File: src/core/ddr2_mode_pkg.sv
// Shared constants for the mode register decode link and its controller.
// Assumes a single 125 MHz clock shared by both ends of the link.
package ddr2_mode_pkg;
    // Link command set; both ends sample on the same clock edge
    typedef enum logic [3:0] {
        cmd_nop, cmd_load_mode, cmd_activate, cmd_read, cmd_write_ap, cmd_refresh,
        cmd_precharge_all, cmd_self_refresh_enter, cmd_self_refresh_exit,
        cmd_power_down_enter, cmd_power_down_exit
    } cmd_t;
    // Controller-only operations beyond the plain link commands
    localparam logic [3:0] op_load_emr = 4'hC;
    localparam logic [3:0] op_calibrate = 4'hD;
    // Register image: bits 13..0 on the address lines, 16..14 on the bank lines
    localparam int reg_width = 17;
    localparam logic [2:0] bank_mode = 3'h0;
    localparam logic [2:0] bank_ext = 3'h1;
    // Base mode register fields
    localparam int cl_lsb = 4;
    localparam int dll_reset_bit = 8;
    localparam int wr_lsb = 9;
    localparam int pd_slow_bit = 12;
    // Extended mode register fields
    localparam int dll_off_bit = 0;
    localparam int drive_bit = 1;
    localparam int rtt_lo_bit = 2;
    localparam int rtt_hi_bit = 6;
    localparam int cal_lsb = 7;
    localparam int strobe_n_off_bit = 10;
    localparam int dup_strobe_bit = 11;
    localparam int out_off_bit = 12;
    localparam int ext_top_bit = 12;
    localparam logic [2:0] cal_default = 3'h7;
    // Termination codes {E6,E2}
    localparam logic [1:0] rtt_off = 2'h0;
    localparam logic [1:0] rtt_75 = 2'h1;
    localparam logic [1:0] rtt_150 = 2'h2;
    localparam logic [1:0] rtt_50 = 2'h3;
    // Timing
    localparam int clk_period_ns = 8;
    localparam int write_recovery_time_ns = 15;
    localparam int wr_clocks = (write_recovery_time_ns + clk_period_ns - 1) / clk_period_ns;
    localparam logic [3:0] wr_min = 4'h2;
    localparam logic [3:0] wr_max = 4'h8;
    localparam logic [2:0] cl_min = 3'h3;
    localparam logic [2:0] cl_max = 3'h7;
    localparam logic [1:0] burst_clocks = 2'h2;
    localparam logic [2:0] mode_set_delay = 3'h2;
    localparam logic [3:0] fast_powerdown_exit_time = 4'h2;
    localparam logic [3:0] slow_powerdown_exit_time = 4'h7;
    localparam logic [7:0] dll_lock_clocks = 8'hC8;
    localparam logic [3:0] odt_hold_clocks = 4'h8;
    // Controller register byte offsets and control register bit positions
    localparam logic [3:0] addr_mode = 4'h0;
    localparam logic [3:0] addr_ext = 4'h4;
    localparam logic [3:0] addr_control = 4'h8;
    localparam logic [3:0] addr_status = 4'hC;
    localparam int ctl_odt_bit = 8;
    localparam int ctl_slow_clk_bit = 9;
endpackage : ddr2_mode_pkg

File: src/core/ddr2_link_if.sv
// Command and address link between controller and memory device.
// Assumes both ends run on the same clk; no tristate wires are modelled.
interface ddr2_link_if;
    ddr2_mode_pkg::cmd_t cmd;
    logic [2:0] bank;
    logic [13:0] addr;
    logic odt;
    logic read_strobe;
    logic dup_read_strobe;
    modport device (
        input cmd, bank, addr, odt,
        output read_strobe, dup_read_strobe
    );
    modport controller (
        output cmd, bank, addr, odt,
        input read_strobe, dup_read_strobe
    );
endinterface : ddr2_link_if

File: src/core/ddr2_mode_device.sv
// Memory device end: mode and extended mode register decode and their effects.
// Assumes the controller keeps command spacing and reserved bits as required.
module ddr2_mode_device (
    input wire logic clk,
    input wire logic rst_n,
    ddr2_link_if.device link,
    output logic [2:0] read_latency_clocks,
    output logic [3:0] write_recovery_clocks,
    output logic mode_reserved,
    output logic internal_precharge,
    output logic row_open,
    output logic [1:0] power_state,
    output logic exit_busy,
    output logic dll_running,
    output logic dll_reset_pulse,
    output logic drive_reduced,
    output logic strobe_n_enable,
    output logic dup_strobe_enable,
    output logic dup_strobe_n_enable,
    output logic outputs_disabled,
    output logic [1:0] effective_termination,
    output logic termination_on
);
    typedef enum logic [1:0] {
        dev_active, dev_active_pd, dev_precharge_pd, dev_self_refresh
    } dev_state_t;

    logic [16:0] mode_register;
    logic [16:0] extended_mode_register;
    dev_state_t state;
    dev_state_t next_state;
    logic [7:0] read_pipe;
    logic [4:0] recovery_count;
    logic [3:0] exit_count;
    logic next_read_valid;

    // Raw field decode
    wire load_mr = link.cmd == ddr2_mode_pkg::cmd_load_mode
        && link.bank == ddr2_mode_pkg::bank_mode;
    wire load_emr = link.cmd == ddr2_mode_pkg::cmd_load_mode
        && link.bank == ddr2_mode_pkg::bank_ext;
    wire [2:0] cl_field = mode_register[ddr2_mode_pkg::cl_lsb +: 3];
    wire [2:0] wr_field = mode_register[ddr2_mode_pkg::wr_lsb +: 3];
    wire cl_ok = cl_field >= ddr2_mode_pkg::cl_min;
    wire wr_ok = wr_field != 3'h0;
    wire [3:0] wr_clk = {1'b0, wr_field} + 4'h1;
    wire slow_exit = mode_register[ddr2_mode_pkg::pd_slow_bit];
    wire [1:0] rtt_code = {extended_mode_register[ddr2_mode_pkg::rtt_hi_bit],
        extended_mode_register[ddr2_mode_pkg::rtt_lo_bit]};
    wire out_off = extended_mode_register[ddr2_mode_pkg::out_off_bit];
    wire strobe_n_on = ~extended_mode_register[ddr2_mode_pkg::strobe_n_off_bit];
    wire dup_on = extended_mode_register[ddr2_mode_pkg::dup_strobe_bit];
    wire dll_enabled = ~extended_mode_register[ddr2_mode_pkg::dll_off_bit];
    wire in_self_refresh = state == dev_self_refresh;
    wire frozen = state == dev_active_pd && slow_exit;
    wire is_read = link.cmd == ddr2_mode_pkg::cmd_read && state == dev_active;
    wire is_write_ap = link.cmd == ddr2_mode_pkg::cmd_write_ap && state == dev_active;
    // Last data lands write latency plus burst after the command
    wire [4:0] recovery_load = 5'({2'h0, cl_field} - 5'h1
        + {3'h0, ddr2_mode_pkg::burst_clocks} + {1'h0, wr_clk});
    // Exit bit only matters when a row is open
    wire [3:0] exit_load = (state == dev_active_pd && slow_exit)
        ? ddr2_mode_pkg::slow_powerdown_exit_time
        : ddr2_mode_pkg::fast_powerdown_exit_time;

    // Read data valid at edge n + read latency; pipe bit k is set after edge n+k
    always_comb begin
        next_read_valid = 1'b0;
        if (cl_ok) begin
            next_read_valid = read_pipe[cl_field - 3'h1];
        end
    end

    always_comb begin
        next_state = state;
        case (state)
            dev_active: begin
                if (link.cmd == ddr2_mode_pkg::cmd_power_down_enter) begin
                    next_state = row_open ? dev_active_pd : dev_precharge_pd;
                end else if (link.cmd == ddr2_mode_pkg::cmd_self_refresh_enter) begin
                    next_state = dev_self_refresh;
                end
            end
            dev_active_pd, dev_precharge_pd: begin
                if (link.cmd == ddr2_mode_pkg::cmd_power_down_exit) begin
                    next_state = dev_active;
                end
            end
            dev_self_refresh: begin
                if (link.cmd == ddr2_mode_pkg::cmd_self_refresh_exit) begin
                    next_state = dev_active;
                end
            end
            default: next_state = dev_active;
        endcase
    end

    always_ff @(posedge clk or negedge rst_n) begin
        if (!rst_n) begin
            mode_register <= 17'h00000;
            extended_mode_register <= 17'h00000;
        end else begin
            if (load_mr) begin
                mode_register <= {link.bank, link.addr};
            end else begin
                // Reset request bit clears itself after one clock
                mode_register[ddr2_mode_pkg::dll_reset_bit] <= 1'b0;
            end
            if (load_emr) begin
                extended_mode_register <= {link.bank, link.addr};
            end
        end
    end

    always_ff @(posedge clk or negedge rst_n) begin
        if (!rst_n) begin
            state <= dev_active;
            read_pipe <= 8'h00;
            recovery_count <= 5'h00;
            exit_count <= 4'h0;
            row_open <= 1'b0;
            internal_precharge <= 1'b0;
            exit_busy <= 1'b0;
            dll_reset_pulse <= 1'b0;
        end else begin
            state <= next_state;
            read_pipe <= {read_pipe[6:0], is_read};
            internal_precharge <= recovery_count == 5'h01;
            if (is_write_ap) begin
                recovery_count <= recovery_load;
            end else if (recovery_count != 5'h00) begin
                recovery_count <= recovery_count - 5'h01;
            end
            if (link.cmd == ddr2_mode_pkg::cmd_activate) begin
                row_open <= 1'b1;
            end else if (link.cmd == ddr2_mode_pkg::cmd_precharge_all
                || recovery_count == 5'h01) begin
                row_open <= 1'b0;
            end
            if (link.cmd == ddr2_mode_pkg::cmd_power_down_exit
                && (state == dev_active_pd || state == dev_precharge_pd)) begin
                exit_count <= exit_load;
            end else if (exit_count != 4'h0) begin
                exit_count <= exit_count - 4'h1;
            end
            exit_busy <= exit_count > 4'h1;
            // Reset on request and on leaving self refresh
            dll_reset_pulse <= (load_mr && link.addr[ddr2_mode_pkg::dll_reset_bit])
                || (in_self_refresh && next_state == dev_active);
        end
    end

    // Registered decode of the programmed fields
    always_ff @(posedge clk or negedge rst_n) begin
        if (!rst_n) begin
            read_latency_clocks <= 3'h0;
            write_recovery_clocks <= 4'h0;
            mode_reserved <= 1'b1;
            power_state <= 2'h0;
            dll_running <= 1'b0;
            drive_reduced <= 1'b0;
            strobe_n_enable <= 1'b0;
            dup_strobe_enable <= 1'b0;
            dup_strobe_n_enable <= 1'b0;
            outputs_disabled <= 1'b0;
            effective_termination <= 2'h0;
            termination_on <= 1'b0;
            link.read_strobe <= 1'b0;
            link.dup_read_strobe <= 1'b0;
        end else begin
            read_latency_clocks <= cl_field;
            write_recovery_clocks <= wr_ok ? wr_clk : 4'h0;
            mode_reserved <= ~cl_ok || ~wr_ok;
            power_state <= state;
            dll_running <= dll_enabled && !in_self_refresh && !frozen;
            drive_reduced <= extended_mode_register[ddr2_mode_pkg::drive_bit];
            strobe_n_enable <= strobe_n_on && !out_off;
            dup_strobe_enable <= dup_on && !out_off;
            dup_strobe_n_enable <= dup_on && strobe_n_on && !out_off;
            outputs_disabled <= out_off;
            effective_termination <= rtt_code;
            termination_on <= rtt_code != ddr2_mode_pkg::rtt_off && link.odt
                && !in_self_refresh;
            link.read_strobe <= next_read_valid && !out_off;
            link.dup_read_strobe <= next_read_valid && dup_on && !out_off;
        end
    end
endmodule : ddr2_mode_device

File: src/flat_wrapper.sv
// flat-port wrapper written by rule: the top's interface ports become plain ports
module ddr2_mode_device_flat 
  (clk, rst_n, read_latency_clocks, write_recovery_clocks, mode_reserved, internal_precharge, row_open, power_state, exit_busy, dll_running, dll_reset_pulse, drive_reduced, strobe_n_enable, dup_strobe_enable, dup_strobe_n_enable, outputs_disabled, effective_termination, termination_on, link_cmd, link_bank, link_addr, link_odt, link_read_strobe, link_dup_read_strobe);
  ddr2_link_if link_i ();
  input wire logic clk;
  input wire logic rst_n;
  output logic [2:0] read_latency_clocks;
  output logic [3:0] write_recovery_clocks;
  output logic mode_reserved;
  output logic internal_precharge;
  output logic row_open;
  output logic [1:0] power_state;
  output logic exit_busy;
  output logic dll_running;
  output logic dll_reset_pulse;
  output logic drive_reduced;
  output logic strobe_n_enable;
  output logic dup_strobe_enable;
  output logic dup_strobe_n_enable;
  output logic outputs_disabled;
  output logic [1:0] effective_termination;
  output logic termination_on;
  input wire logic [$bits(link_i.cmd)-1:0] link_cmd;
  input wire logic [$bits(link_i.bank)-1:0] link_bank;
  input wire logic [$bits(link_i.addr)-1:0] link_addr;
  input wire logic [$bits(link_i.odt)-1:0] link_odt;
  output wire logic [$bits(link_i.read_strobe)-1:0] link_read_strobe;
  output wire logic [$bits(link_i.dup_read_strobe)-1:0] link_dup_read_strobe;
  assign link_i.cmd = link_cmd;
  assign link_i.bank = link_bank;
  assign link_i.addr = link_addr;
  assign link_i.odt = link_odt;
  assign link_read_strobe = link_i.read_strobe;
  assign link_dup_read_strobe = link_i.dup_read_strobe;
  ddr2_mode_device u_core (.clk(clk), .rst_n(rst_n), .link(link_i), .read_latency_clocks(read_latency_clocks), .write_recovery_clocks(write_recovery_clocks), .mode_reserved(mode_reserved), .internal_precharge(internal_precharge), .row_open(row_open), .power_state(power_state), .exit_busy(exit_busy), .dll_running(dll_running), .dll_reset_pulse(dll_reset_pulse), .drive_reduced(drive_reduced), .strobe_n_enable(strobe_n_enable), .dup_strobe_enable(dup_strobe_enable), .dup_strobe_n_enable(dup_strobe_n_enable), .outputs_disabled(outputs_disabled), .effective_termination(effective_termination), .termination_on(termination_on));
endmodule
File: config.mk
export PLATFORM = sky130hd
export DESIGN_NAME = ddr2_mode_device_flat
export DESIGN_NICKNAME = d
export VERILOG_FILES = /design/src/core/ddr2_mode_pkg.sv /design/src/core/ddr2_link_if.sv /design/src/core/ddr2_mode_device.sv /design/src/flat_wrapper.sv
export SDC_FILE = /design/constraint.sdc
export NUM_CORES = 1
export LEC_CHECK = 0
export ABC_AREA = 1
export BUFFER_PORTS_ARGS = -buffer_cell sky130_fd_sc_hd__buf_4
export CORE_ASPECT_RATIO = 0.8
export CORE_MARGIN = 2
export CORE_UTILIZATION = 50
export DETAILED_ROUTE_END_ITERATION = 10
export GPL_TIMING_DRIVEN = 0
export PLACE_DENSITY_LB_ADDON = 0.12
export SYNTH_ARGS = -nofsm -noshare
export SYNTH_HDL_FRONTEND = slang
export SYNTH_SLANG_ARGS = --single-unit
File: constraint.sdc
create_clock -name clk -period 2.7 [get_ports clk]
set_input_delay 0.27 -clock clk [delete_from_list [all_inputs] [get_ports clk]]
set_output_delay 0.27 -clock clk [all_outputs]
set_load 0.05 [all_outputs]
-- Word-level counts from Yosys, hierarchy flattened
Index checks and enable logic that the tools add are counted.
- output and inout port bits: 25
- register bits: 69
- logic and storage cells: 106
- input port bits: 24
- equal/unequal tests: 14
- bitwise logic cells: 4
- order comparisons: 3
- add/subtract/negate cells: 7
- reduce and logical (&&, ||, !) cells: 37
- multiplexer cells: 17
- operators by type and width (operator ; count):
    $logic_and 1x1->1 ; 19
    $eq 4x3->1 const B ; 3
    $eq 4x4->1 const B ; 3
    $mux 4 ; 3
    $mux 2 ; 5
    $mux 5 ; 2
    $eq 4x2->1 const B ; 2
    $reduce_bool 2->1 ; 4
    $pmux 2 s3 ; 1
    $add 5x2->5 const B ; 1
    $add 5x4->5 ; 1
    $eq 5x1->1 const B ; 1
    $reduce_bool 5->1 ; 1
    $sub 5x1->5 const B ; 1
    $add 3x1->4 const B ; 1
    $eq 2x2->1 const B ; 2
    $eq 4x1->1 const B ; 1
    $gt 4x1->1 const B ; 1
    $logic_not 2->1 ; 2
    $logic_or 1x1->1 ; 4
    $lt 3x4->1 const B ; 1
    $mux 1 ; 4
    $not 1->1 ; 4
    $reduce_bool 4->1 ; 1
    12 further kinds ; 14

-- Depth between registers and ports, before layout
Gate-level depths: netlist (run 1).
- depth after elaboration: 7
- depth in mapped cells: 12
- gate-level depth less buffers: 12

-- Least setup slack after synthesis (run 1)
No wires, ideal clock.
- path type: input-to-reg
- from: input link_cmd[3]
- to: register u_core.extended_mode_register[12]
- cell stages on the path: 6
- slack: 1528 ps
- arrival time: 1053 ps
- buffers on the path: 1
- library setup time: 118 ps
- required time: 2582 ps
- path through: or2_4 nor3_4 nand3_2 buf_6 nand2_1 o21ai_2
- word-level cells in the longest chain between the ends: 2
- RTL lines (item ; RTL line ; source):
    from (decl) ; flat_wrapper.sv:23 ; input wire logic [$bits(link_i.cmd)-1:0] link_cmd;
    $eq 4x1->1 ; ddr2_mode_device.sv:40 ; wire load_emr = link.cmd == ddr2_mode_pkg::cmd_load_mode
    $logic_and 1x1->1 ; ddr2_mode_device.sv:41 ; && link.bank == ddr2_mode_pkg::bank_ext;
    to (signal assigned) ; ddr2_mode_device.sv:110 ; extended_mode_register <= {link.bank, link.addr};
    to (decl) ; ddr2_mode_device.sv:29 ; logic [16:0] extended_mode_register;
No other way between the ends.
A chain may end at the register's enable or synchronous reset.

==> results of run 1 <==
[power by group through the flow]
| stage | clock network [mW] | registers, mW | logic [mW] |
|---|---|---|---|
| floorplan | 0 | 1.46 | 0.548 |
| global placement | 0 | 1.19 | 1.10 |
| detailed placement | 0 | 1.20 | 1.13 |
| CTS | 0.676 | 1.18 | 1.14 |
| global route | 0.723 | 1.21 | 1.27 |
| finish | 0.656 | 1.18 | 1.13 |
[final cells by class]
class,count,area (µm²)
Buffer,2,22.5
Timing Repair Buffer,45,338
Tap cell,62,77.6
Multi-Input combinational cell,176,1080
Clock buffer,10,128
Fill cell,450,1820
Clock inverter,6,35.0
Inverter,43,161
Sequential cell,58,1450
[sequential cells by signal (all words and copies together) (netlist names), 3 cells and up]
name,flops
u_core.read_latency_clocks,3
u_core.extended_mode_register,7
u_core.read_pipe,8
u_core.recovery_count,5
u_core.exit_count,4
u_core.mode_register,7
u_core.write_recovery_clocks,4
[logic make-up (layout without fill, tap and decap cells)]
| family | count (synthesis) | after routing | share of synthesized area, % |
|---|---|---|---|
| compound gates | 41 | 41 | 10.0 |
| xor+xnor | 6 | 6 | 1.93 |
| fa+ha+maj | 21 | 21 | 9.94 |
| buf+inv | 45 | 106 | 6.76 |
| flops | 58 | 58 | 53.4 |
| simple gates | 108 | 108 | 17.9 |
[stage by stage]
step | total power, mW | cell area (µm²) | setup slack [ns] | util (%) | hold slack [ns]
after floorplan | 2.01 | 2720 | 0.454 | - | -0.0256
after global placement | 2.30 | 3140 | 0.242 | 61.2 | 0.360
after detailed placement | 2.33 | 3140 | 0.214 | 61.2 | 0.361
after CTS | 3.00 | 3300 | 0.200 | 64.4 | 0.00976
after global routing | 3.20 | 3300 | 0.0237 | 64.4 | 0.0561
final | 2.97 | 3300 | 0.181 | 64.4 | -0.0173
[synthesized netlist by cell type (all sizes together)]
cell type and number:
buf 2, o21ai 24, o211ai 1, dfstp 1, xnor2 1, a31oi 1, nand2 47, or2 4
ha 20, xor2 5, inv 43, dfrtp 57, nand4 2, a21o 1, nor2 30, nand3b 1
a21oi 11, fa 1, nand3 17, a211o 1, o21bai 2, nor3 7
[worst max path at each step]
| stage | endpoint | slack, ns | startpoint | cells past startpoint |
|---|---|---|---|---|
| 6_report | u_core.recovery_count[3]$_DFFE_PN0P_ | 0.18 | u_core.mode_register[4]$_DFFE_PN0P_ | 11 |
| 5_1_grt | u_core.recovery_count[3]$_DFFE_PN0P_ | 0.02 | u_core.mode_register[4]$_DFFE_PN0P_ | 11 |
| 4_1_cts | u_core.recovery_count[2]$_DFFE_PN0P_ | 0.20 | u_core.mode_register[4]$_DFFE_PN0P_ | 9 |
| 3_5_place_dp | u_core.recovery_count[2]$_DFFE_PN0P_ | 0.21 | u_core.mode_register[4]$_DFFE_PN0P_ | 9 |
| 3_3_place_gp | u_core.recovery_count[2]$_DFFE_PN0P_ | 0.24 | u_core.mode_register[4]$_DFFE_PN0P_ | 9 |
| 2_1_floorplan | u_core.recovery_count[2]$_DFFE_PN0P_ | 0.45 | u_core.mode_register[4]$_DFFE_PN0P_ | 9 |
[routing by layer]
| layer | GRT usage (%) | routed length (µm) |
|---|---|---|
| met1 | 24.2 | 2350 |
| met2 | 28.9 | 2310 |
| met3 | 5.91 | 246 |
| met4 | 7.29 | 85 |
| met5 | 0 | 0 |
[worst reg2reg max path: stages (launching register included)]
cell                      delay [ns]
sky130_fd_sc_hd__dfrtp_1        0.47
sky130_fd_sc_hd__inv_1          0.20
sky130_fd_sc_hd__ha_1           0.40
sky130_fd_sc_hd__ha_1           0.31
sky130_fd_sc_hd__inv_1          0.06
sky130_fd_sc_hd__ha_1           0.16
sky130_fd_sc_hd__inv_1          0.05
sky130_fd_sc_hd__fa_1           0.37
sky130_fd_sc_hd__xor2_1         0.18
sky130_fd_sc_hd__nand2_1        0.08
sky130_fd_sc_hd__nand2_1        0.07
sky130_fd_sc_hd__a21oi_1        0.04
==> summary.txt, run 1 <==
PWR
---------------------------------------------------------------------------------
Internal power component ...........................................      1.79 mW
Combinational share of power .......................................        38.2%
Clock network fraction of design power .............................        22.1%
Part of the total power dissipated in sequential elements ..........        39.8%
Power density over the cells .......................................   901 mW/mm²
Worst IR drop on VDD ...............................................       543 µV
Net switching share of the total power .............................        39.8%
Net switching power ................................................      1.18 mW
Leakage power of the design ........................................      1.76 nW

FLOORPLAN
---------------------------------------------------------------------------------
Std-Cell Core Area .................................................  0.00512 mm²
Die Span Y .........................................................      70.0 µm
I/O pin count ......................................................           49
Horizontal die dimension ...........................................      86.5 µm
Initial Utilization ................................................        53.1%
DIE AREA ...........................................................  0.00605 mm²
Total number of placement rows .....................................           23

SYNTH
---------------------------------------------------------------------------------
Mapped cell area ...................................................  0.00272 mm²
Yosys warnings .....................................................            0
Biggest area contributors in the synthesized netlist ............... sky130_fd_sc_hd__dfrtp_1 52%, sky130_fd_sc_hd__ha_1 9.2%, sky130_fd_sc_hd__nand2_1 6.3%, sky130_fd_sc_hd__inv_1 5.9%, sky130_fd_sc_hd__nor2_1 3.7%
Synthesized netlist cell count .....................................          279
Sequential-to-total area share from yosys stat .....................        53.4%
Leading area contributor after synthesis ........................... sky130_fd_sc_hd__dfrtp_1
Number of synthesized register bits ................................           58
Post-synth net total ...............................................          324
Average size of a mapped cell ......................................     9.75 µm²
Post-synth top area share ..........................................        52.4%
Number of distinct library cells after synthesis ...................           30

STA
---------------------------------------------------------------------------------
Final Skew .........................................................   0.00628 ns
Finish-stage setup viols ...........................................            0
Final cycle utilization of the critical path .......................        93.3%
Max Fclk ...........................................................      397 MHz
Worst Hold Slack ...................................................   -0.0173 ns
Time the final worst path needs with I/O delays and setup ..........      2.52 ns
Slew headroom ......................................................        53.1%
Total Neg Setup Slack ..............................................         0 ns
Final count of pins violating max slew .............................            0
Slew of the pin with the lowest slew margin ........................     0.704 ns
RSZ-0062 raised after global routing ...............................           no
Number of endpoints with negative hold slack in the final report ...           23

CRITICAL PATH
---------------------------------------------------------------------------------
Register-to-register setup slack ...................................      0.18 ns
Reg2reg end ........................................................ u_core.recovery_count[3]$_DFFE_PN0P_
Critical Path Max Stage Delay ......................................      0.47 ns
Worst endpoint data arrival time ...................................      2.72 ns
Kind of capture point of the worst setup path ......................     register
Slowest stage cell on the critical path ............................ sky130_fd_sc_hd__dfrtp_1
Worst setup SP type ................................................     register
Number of buffers and inverters on the critical path ...............            3
R2r startpoint ..................................................... u_core.mode_register[4]$_DFFE_PN0P_
List of cells traversed by the critical path ....................... inv_1, ha_1, ha_1, inv_1, ha_1, inv_1, fa_1, xor2_1, nand2_1, nand2_1, a21oi_1
Cell family with most CP delay .....................................  adder cells
Required time of the critical path .................................      2.90 ns
Largest fanout on the critical path ................................            8
R2r worst-path depth ...............................................           11
Path type of the worst setup path .................................. register to register

LAYOUT
---------------------------------------------------------------------------------
Most common cell after layout, fill and taps aside ................. sky130_fd_sc_hd__dfrtp_1
Non-Filler Instances ...............................................          402
Layout-stage area growth over the synthesis result .................        21.3%
Commonest cells after routing, fill and taps aside ................. 57 x sky130_fd_sc_hd__dfrtp_1, 46 x sky130_fd_sc_hd__nand2_1, 45 x sky130_fd_sc_hd__buf_4
Final nets .........................................................          380
Count of antenna diodes in the layout ..............................            0
Layout cell share with drive strength beyond 1 .....................        25.6%

OUTCOME
---------------------------------------------------------------------------------
Run status ......................................................... finished with violations
Violated checks ....................................................  hold timing

CLOCK TREE
---------------------------------------------------------------------------------
Register clock-pin slew on the reported worst setup and hold paths .      0.06 ns
Clock net sink count ...............................................           58
CTS Hold Buffers Added .............................................            0
Number of gates resized after CTS ..................................            0
Number of setup buffers added after CTS ............................            0
Maximum count of clock buffers along a single path .................            2
Clock tree from TritonCTS ..........................................         done
CTS Buf Count ......................................................            9
Clock network latency to the later pin of the worst-skew pair ......      0.33 ns
Cell at the root of the clock tree ................................. sky130_fd_sc_hd__clkbuf_8
H-tree depth reported by CTS .......................................            3

GRT
---------------------------------------------------------------------------------
First-pass GRT wire length .........................................      8.71 mm
Initial antenna violation count ....................................            0
Via count of the first global-routing pass .........................         1937
Largest net degree at the start of global routing ..................           59
Congestion Overflow GR .............................................            0
Tot GR Track Use ...................................................        18.6%

DRT
---------------------------------------------------------------------------------
Count of TritonRoute iterations in the first routing pass ..........            4
Drt drc ............................................................            0
Post-DR wirelength/cell ............................................      12.4 µm
Vias per cell ......................................................         4.84
Number of nets still failing antenna checks after routing ..........            0
Detailed-route via count ...........................................         1946
Total length of routed wires .......................................      4.99 mm
Initial DRC count ..................................................           72

PLACEMENT
---------------------------------------------------------------------------------
Input/output buffers ...............................................           45
Final Wtd Congestion ...............................................        0.842
Detailed-placement wirelength estimate .............................      3.67 mm
Placed insts .......................................................          386

MIN PATH
---------------------------------------------------------------------------------
Kind of path behind the tightest hold check ........................ primary input to async pin

FLOW RUN
---------------------------------------------------------------------------------
Maximum capacitance violations .....................................            0

No activity file was read; power rests on OpenSTA's default activity.
==> run 2, diff against run 1 <==
- CTS_BUF_LIST: unset -> sky130_fd_sc_hd__clkbuf_2
==> run 2 against run 1 <==
The run now ends clean. Worst hold slack better by 0.069 ns. Total power down 7.6%. Sequential cell count did not move. Sequential power about the same. Critical path depth is 2 lower. Clock-buffer cell count unchanged. Core utilization decreased by 0.34 points.
==> summary.txt, run 2 (synthesis gave the netlist of run 1 again) <==
CRITICAL PATH
----------------------------------------------------------------------------------
Register-to-register setup slack ....................................      0.17 ns
Worst setup SP type .................................................     register
Critical Path Start ................................................. u_core.mode_register[4]$_DFFE_PN0P_
Path type of the worst setup path ................................... register to register
Largest fanout on the critical path .................................            8
R2r worst-path depth ................................................            9
Worst endpoint data arrival time ....................................      2.92 ns
Critical path endpoint .............................................. u_core.recovery_count[2]$_DFFE_PN0P_
Kind of capture point of the worst setup path .......................     register
R2r startpoint ...................................................... u_core.mode_register[4]$_DFFE_PN0P_
Required time of the critical path ..................................      3.09 ns
Reg2reg end ......................................................... u_core.recovery_count[2]$_DFFE_PN0P_

LAYOUT
----------------------------------------------------------------------------------
Most common cell after layout, fill and taps aside .................. sky130_fd_sc_hd__dfrtp_1
Largest Register .................................................... u_core.read_pipe
Layout cell share with drive strength beyond 1 ......................        25.4%
Final nets ..........................................................          386
Layout-stage area growth over the synthesis result ..................        20.6%
Count of antenna diodes in the layout ...............................            0
Commonest cells after routing, fill and taps aside .................. 57 x sky130_fd_sc_hd__dfrtp_1, 46 x sky130_fd_sc_hd__nand2_1, 45 x sky130_fd_sc_hd__buf_4
Final cell area excluding filler cells ..............................  0.00328 mm²
Storage cell area ...................................................  0.00145 mm²
Flip-flop count of the largest register, all copies and words added .            8
Registers with the most flip-flops .................................. u_core.read_pipe: 8 flops, u_core.extended_mode_register: 7 flops, u_core.mode_register: 7 flops
Layout filler cell count ............................................          450
Multi-input logic area ..............................................  0.00108 mm²

FLOORPLAN
----------------------------------------------------------------------------------
Total number of placement rows ......................................           23
Die Span Y ..........................................................      70.0 µm
I/O pin count .......................................................           49
Initial Utilization .................................................        53.1%
Std-Cell Core Area ..................................................  0.00512 mm²
DIE AREA ............................................................  0.00605 mm²
Horizontal die dimension ............................................      86.5 µm

DRT
----------------------------------------------------------------------------------
Initial DRC count ...................................................           82
Count of TritonRoute iterations in the first routing pass ...........            4
Detailed-route via count ............................................         1961
Vias per cell .......................................................         4.81
Number of nets still failing antenna checks after routing ...........            0
Post-DR wirelength/cell .............................................      12.3 µm
Total length of routed wires ........................................      5.00 mm
Drt drc .............................................................            0

CLOCK TREE
----------------------------------------------------------------------------------
CTS Buf Count .......................................................            9
Number of setup buffers added after CTS .............................            0
Clock tree from TritonCTS ...........................................         done
Maximum count of clock buffers along a single path ..................            2
Register clock-pin slew on the reported worst setup and hold paths ..      0.15 ns
Number of gates resized after CTS ...................................            0
Clock network latency to the later pin of the worst-skew pair .......      0.47 ns
Clock net sink count ................................................           58
H-tree depth reported by CTS ........................................            3
Cell at the root of the clock tree .................................. sky130_fd_sc_hd__clkbuf_2
CTS Hold Buffers Added ..............................................            4

PWR
----------------------------------------------------------------------------------
Worst IR drop on VDD ................................................       538 µV
Power density over the cells ........................................   837 mW/mm²
Leakage power of the design .........................................      1.76 nW

STA
----------------------------------------------------------------------------------
Finish-stage setup viols ............................................            0
Final count of pins violating max slew ..............................            0
Time the final worst path needs with I/O delays and setup ...........      2.53 ns
Slew headroom .......................................................        52.6%
Final cycle utilization of the critical path ........................        93.5%
RSZ-0062 raised after global routing ................................           no
Final Skew ..........................................................    0.0180 ns
Total Neg Setup Slack ...............................................         0 ns
Number of endpoints with negative hold slack in the final report ....            0
Max Fclk ............................................................      396 MHz
Slew of the pin with the lowest slew margin .........................     0.710 ns

PLACEMENT
----------------------------------------------------------------------------------
Final Wtd Congestion ................................................        0.842
Detailed-placement wirelength estimate ..............................      3.67 mm
Post-detailed-placement cell area ...................................  0.00314 mm²
Input/output buffers ................................................           45

GRT
----------------------------------------------------------------------------------
First-pass GRT wire length ..........................................      8.69 mm
Most used routing layer in global routing ...........................         met2
Congestion Overflow GR ..............................................            0
Via count of the first global-routing pass ..........................         1942
Global Route met3 Usage .............................................        5.56%
Tot GR Track Use ....................................................        18.5%
Met2 usage in global routing ........................................        28.3%
Initial antenna violation count .....................................            0
Grt met1 use ........................................................        24.4%
Largest net degree at the start of global routing ...................           59

OUTCOME
----------------------------------------------------------------------------------
Run status .......................................................... finished clean

FLOW RUN
----------------------------------------------------------------------------------
Maximum capacitance violations ......................................            0

MIN PATH
----------------------------------------------------------------------------------
Kind of path behind the tightest hold check ......................... primary input to register

-- run 2: critical path, cell delays in order, from the launching register on --
cell	delay, ns
sky130_fd_sc_hd__dfrtp_1	0.50
sky130_fd_sc_hd__inv_1	0.20
sky130_fd_sc_hd__ha_1	0.40
sky130_fd_sc_hd__ha_1	0.31
sky130_fd_sc_hd__inv_1	0.06
sky130_fd_sc_hd__ha_1	0.16
sky130_fd_sc_hd__inv_1	0.05
sky130_fd_sc_hd__fa_1	0.44
sky130_fd_sc_hd__or2_0	0.23
sky130_fd_sc_hd__a21oi_1	0.12
-- run 2: layer usage --
| layer | up-vias | wire length [µm] |
|---|---|---|
| li1 | 1013 | - |
| met1 | 896 | 2390 |
| met2 | 47 | 2330 |
| met3 | 5 | 227 |
| met4 | 0 | 53 |
| met5 | - | 0 |
-- run 2: layout make-up --
cell class | count | share of cell area [%]
Sequential cell | 58 | 44.3
Multi-Input combinational cell | 176 | 33.0
Timing Repair Buffer | 51 | 12.1
Inverter | 43 | 4.92
Tap cell | 62 | 2.36
Clock buffer | 10 | 1.53
Clock inverter | 6 | 1.07
Buffer | 2 | 0.686
-- run 2: metrics by stage --
stage	utilization, %	total power [mW]	hold slack (ns)	setup WS [ns]	std cells
floorplan	-	2.01	-0.0256	0.454	279
global placement	61.2	2.30	0.360	0.242	386
detailed placement	61.2	2.33	0.361	0.214	386
CTS	63.7	2.77	0.00869	0.182	406
global route	64.0	2.98	0.00271	0.0202	408
finish	64.0	2.75	0.0513	0.175	408
-- run 2: worst min-delay path by stage --
stage                                        from  depth (start not counted)                                      endpoint
finish                               link_addr[9]                          3           u_core.mode_register[9]$_DFFE_PN0P_
global route                         link_addr[2]                          3  u_core.extended_mode_register[2]$_DFFE_PN0P_
CTS                                  link_addr[2]                          3  u_core.extended_mode_register[2]$_DFFE_PN0P_
detailed placement  u_core.read_pipe[2]$_DFF_PN0_                          0                 u_core.read_pipe[3]$_DFF_PN0_
global placement    u_core.read_pipe[1]$_DFF_PN0_                          0                 u_core.read_pipe[2]$_DFF_PN0_
floorplan                                   rst_n                          0              u_core.dll_reset_pulse$_DFF_PN0_
-- run 2: where the power goes --
part	internal (mW)	switching, mW
clock	0.118	0.315
sequential	1.06	0.116
combinational	0.402	0.733
==> run 3, diff against run 2 <==
- RECOVER_POWER: unset -> 50
==> run 3 against run 2 <==
Critical path type unchanged. Critical endpoint unchanged. Final cell count is the same. Via count is the same. Largest power group unchanged. Largest cell class unchanged. Clock skew is the same.
==> summary.txt, run 3 (synthesis gave the netlist of run 1 again) <==
OUTCOME
----------------------------------------------------------------------------------
Run status .......................................................... finished clean

DRT
----------------------------------------------------------------------------------
Post-DR wirelength/cell .............................................      12.3 µm
Count of TritonRoute iterations in the first routing pass ...........            4
Detailed-route via count ............................................         1961
Highest routed layer ................................................         met4
Initial DRC count ...................................................           82
Met2 WL .............................................................      2.33 mm
Drt drc .............................................................            0
Wire length on met1 .................................................      2.39 mm
Total length of routed wires ........................................      5.00 mm
Number of nets still failing antenna checks after routing ...........            0
Met3 wirelength from detailed routing ...............................       227 µm
Vias per cell .......................................................         4.81

FLOORPLAN
----------------------------------------------------------------------------------
Total number of placement rows ......................................           23
Horizontal die dimension ............................................      86.5 µm
DIE AREA ............................................................  0.00605 mm²
I/O pin count .......................................................           49
Std-Cell Core Area ..................................................  0.00512 mm²
Die Span Y ..........................................................      70.0 µm
Initial Utilization .................................................        53.1%

CRITICAL PATH
----------------------------------------------------------------------------------
Slowest stage cell on the critical path ............................. sky130_fd_sc_hd__dfrtp_1
Worst setup SP type .................................................     register
List of cells traversed by the critical path ........................ inv_1, ha_1, ha_1, inv_1, ha_1, inv_1, fa_1, or2_0, a21oi_1
Worst endpoint data arrival time ....................................      2.92 ns
Path type of the worst setup path ................................... register to register
Kind of capture point of the worst setup path .......................     register
Largest fanout on the critical path .................................            8
Critical Path Max Stage Delay .......................................      0.50 ns
Required time of the critical path ..................................      3.09 ns

STA
----------------------------------------------------------------------------------
Final count of pins violating max slew ..............................            0
Finish-stage setup viols ............................................            0
Time the final worst path needs with I/O delays and setup ...........      2.53 ns
Total Neg Setup Slack ...............................................         0 ns
Number of endpoints with negative hold slack in the final report ....            0
Final cycle utilization of the critical path ........................        93.5%
Worst Hold Slack ....................................................    0.0513 ns
Setup slack after layout ............................................     0.175 ns
Slew headroom .......................................................        7.58%
Slew of the pin with the lowest slew margin .........................      1.39 ns
RSZ-0062 raised after global routing ................................           no
Max Fclk ............................................................      396 MHz
Final Skew ..........................................................    0.0180 ns

PLACEMENT
----------------------------------------------------------------------------------
Post-detailed-placement cell area ...................................  0.00314 mm²
Placement Setup Slack ...............................................     0.214 ns
Placed insts ........................................................          386
Input/output buffers ................................................           45
Detailed-placement wirelength estimate ..............................      3.67 mm
Final Wtd Congestion ................................................        0.842

LAYOUT
----------------------------------------------------------------------------------
Final nets ..........................................................          386
Most common cell after layout, fill and taps aside .................. sky130_fd_sc_hd__dfrtp_1
Layout filler cell count ............................................          451
Final cell area excluding filler cells ..............................  0.00328 mm²
Layout-stage area growth over the synthesis result ..................        20.5%
Final core area utilization .........................................        64.0%
Layout cell share with drive strength beyond 1 ......................        25.4%
Storage cell area ...................................................  0.00145 mm²
Commonest cells after routing, fill and taps aside .................. 57 x sky130_fd_sc_hd__dfrtp_1, 46 x sky130_fd_sc_hd__nand2_1, 44 x sky130_fd_sc_hd__buf_4
Multi-input logic area ..............................................  0.00108 mm²
Count of antenna diodes in the layout ...............................            0
Largest Register .................................................... u_core.read_pipe
Non-Filler Instances ................................................          408
Registers with the most flip-flops .................................. u_core.read_pipe: 8 flops, u_core.extended_mode_register: 7 flops, u_core.mode_register: 7 flops
Flip-flop count of the largest register, all copies and words added .            8

CLOCK TREE
----------------------------------------------------------------------------------
Clock net sink count ................................................           58
Maximum count of clock buffers along a single path ..................            2
Number of setup buffers added after CTS .............................            0
Clock tree from TritonCTS ...........................................         done
Cell at the root of the clock tree .................................. sky130_fd_sc_hd__clkbuf_2
Clock network latency to the later pin of the worst-skew pair .......      0.47 ns
Register clock-pin slew on the reported worst setup and hold paths ..      0.15 ns
CTS Buf Count .......................................................            9
H-tree depth reported by CTS ........................................            3

PWR
----------------------------------------------------------------------------------
Worst IR drop on VDD ................................................       538 µV
Power density over the cells ........................................   837 mW/mm²
Total Power .........................................................      2.75 mW
Leakage power of the design .........................................      1.76 nW

GRT
----------------------------------------------------------------------------------
Initial antenna violation count .....................................            0
Tot GR Track Use ....................................................        18.5%
Via count of the first global-routing pass ..........................         1942
First-pass GRT wire length ..........................................      8.69 mm
Congestion Overflow GR ..............................................            0
Largest net degree at the start of global routing ...................           59

FLOW RUN
----------------------------------------------------------------------------------
Maximum capacitance violations ......................................            0

MIN PATH
----------------------------------------------------------------------------------
Kind of path behind the tightest hold check ......................... primary input to register

==> run 3: cell count changes in the layout (fill, tap and decap cells not counted), sizes merged <==
| cell | delta |
|---|---|
| buf | -1 |
| clkbuf | +1 |
==> run 3: final cells by class <==
class | instances | share of cell area (%)
flip-flops and latches | 58 | 44.3
multi-input cells | 176 | 33.1
repair buffers | 51 | 12.1
inverters | 43 | 4.92
well taps | 62 | 2.37
clock buffers | 10 | 1.53
clock inverters | 6 | 1.07
plain buffers | 2 | 0.687
==> run 3: timing repair <==
item	4_1_cts	5_1_grt
gates resized for setup	0	0
hold endpoints to repair	60	2
hold buffers	4	2
==> run 3: worst paths after layout <==
| path | from | cells past startpoint | slack (ns) | to |
|---|---|---|---|---|
| min reg2reg | u_core.read_pipe[2]$_DFF_PN0_ | 0 | 0.39 | u_core.read_pipe[3]$_DFF_PN0_ |
| max in group asynchronous | rst_n | 2 | 1.22 | u_core.read_pipe[0]$_DFF_PN0_ |
| max reg2reg | u_core.mode_register[4]$_DFFE_PN0P_ | 9 | 0.17 | u_core.recovery_count[2]$_DFFE_PN0P_ |
| min in group asynchronous | rst_n | 2 | 0.64 | u_core.mode_register[5]$_DFFE_PN0P_ |
| max | u_core.mode_register[4]$_DFFE_PN0P_ | 9 | 0.17 | u_core.recovery_count[2]$_DFFE_PN0P_ |
| min | link_addr[9] | 3 | 0.05 | u_core.mode_register[9]$_DFFE_PN0P_ |
==> run 3: routing by layer <==
layer / vias up / global-route usage (%)
met3: 5 / 5.56
met5: - / 0
met1: 896 / 24.4
li1: 1013 / -
met2: 47 / 28.3
met4: 0 / 7.81
==> run 3: power by group <==
group | total [mW] | internal [mW] | switching [mW]
clock | 0.433 | 0.118 | 0.315
combinational | 1.13 | 0.401 | 0.733
sequential | 1.18 | 1.06 | 0.116
total | 2.75 | 1.58 | 1.16
==> run 3: critical path, delay by kind of cell, from the launching register on <==
family	cells	cell delay, ns
flops	1	0.50
fa+ha+maj	4	1.31
simple gates	1	0.23
compound gates	1	0.12
buf+inv	3	0.31
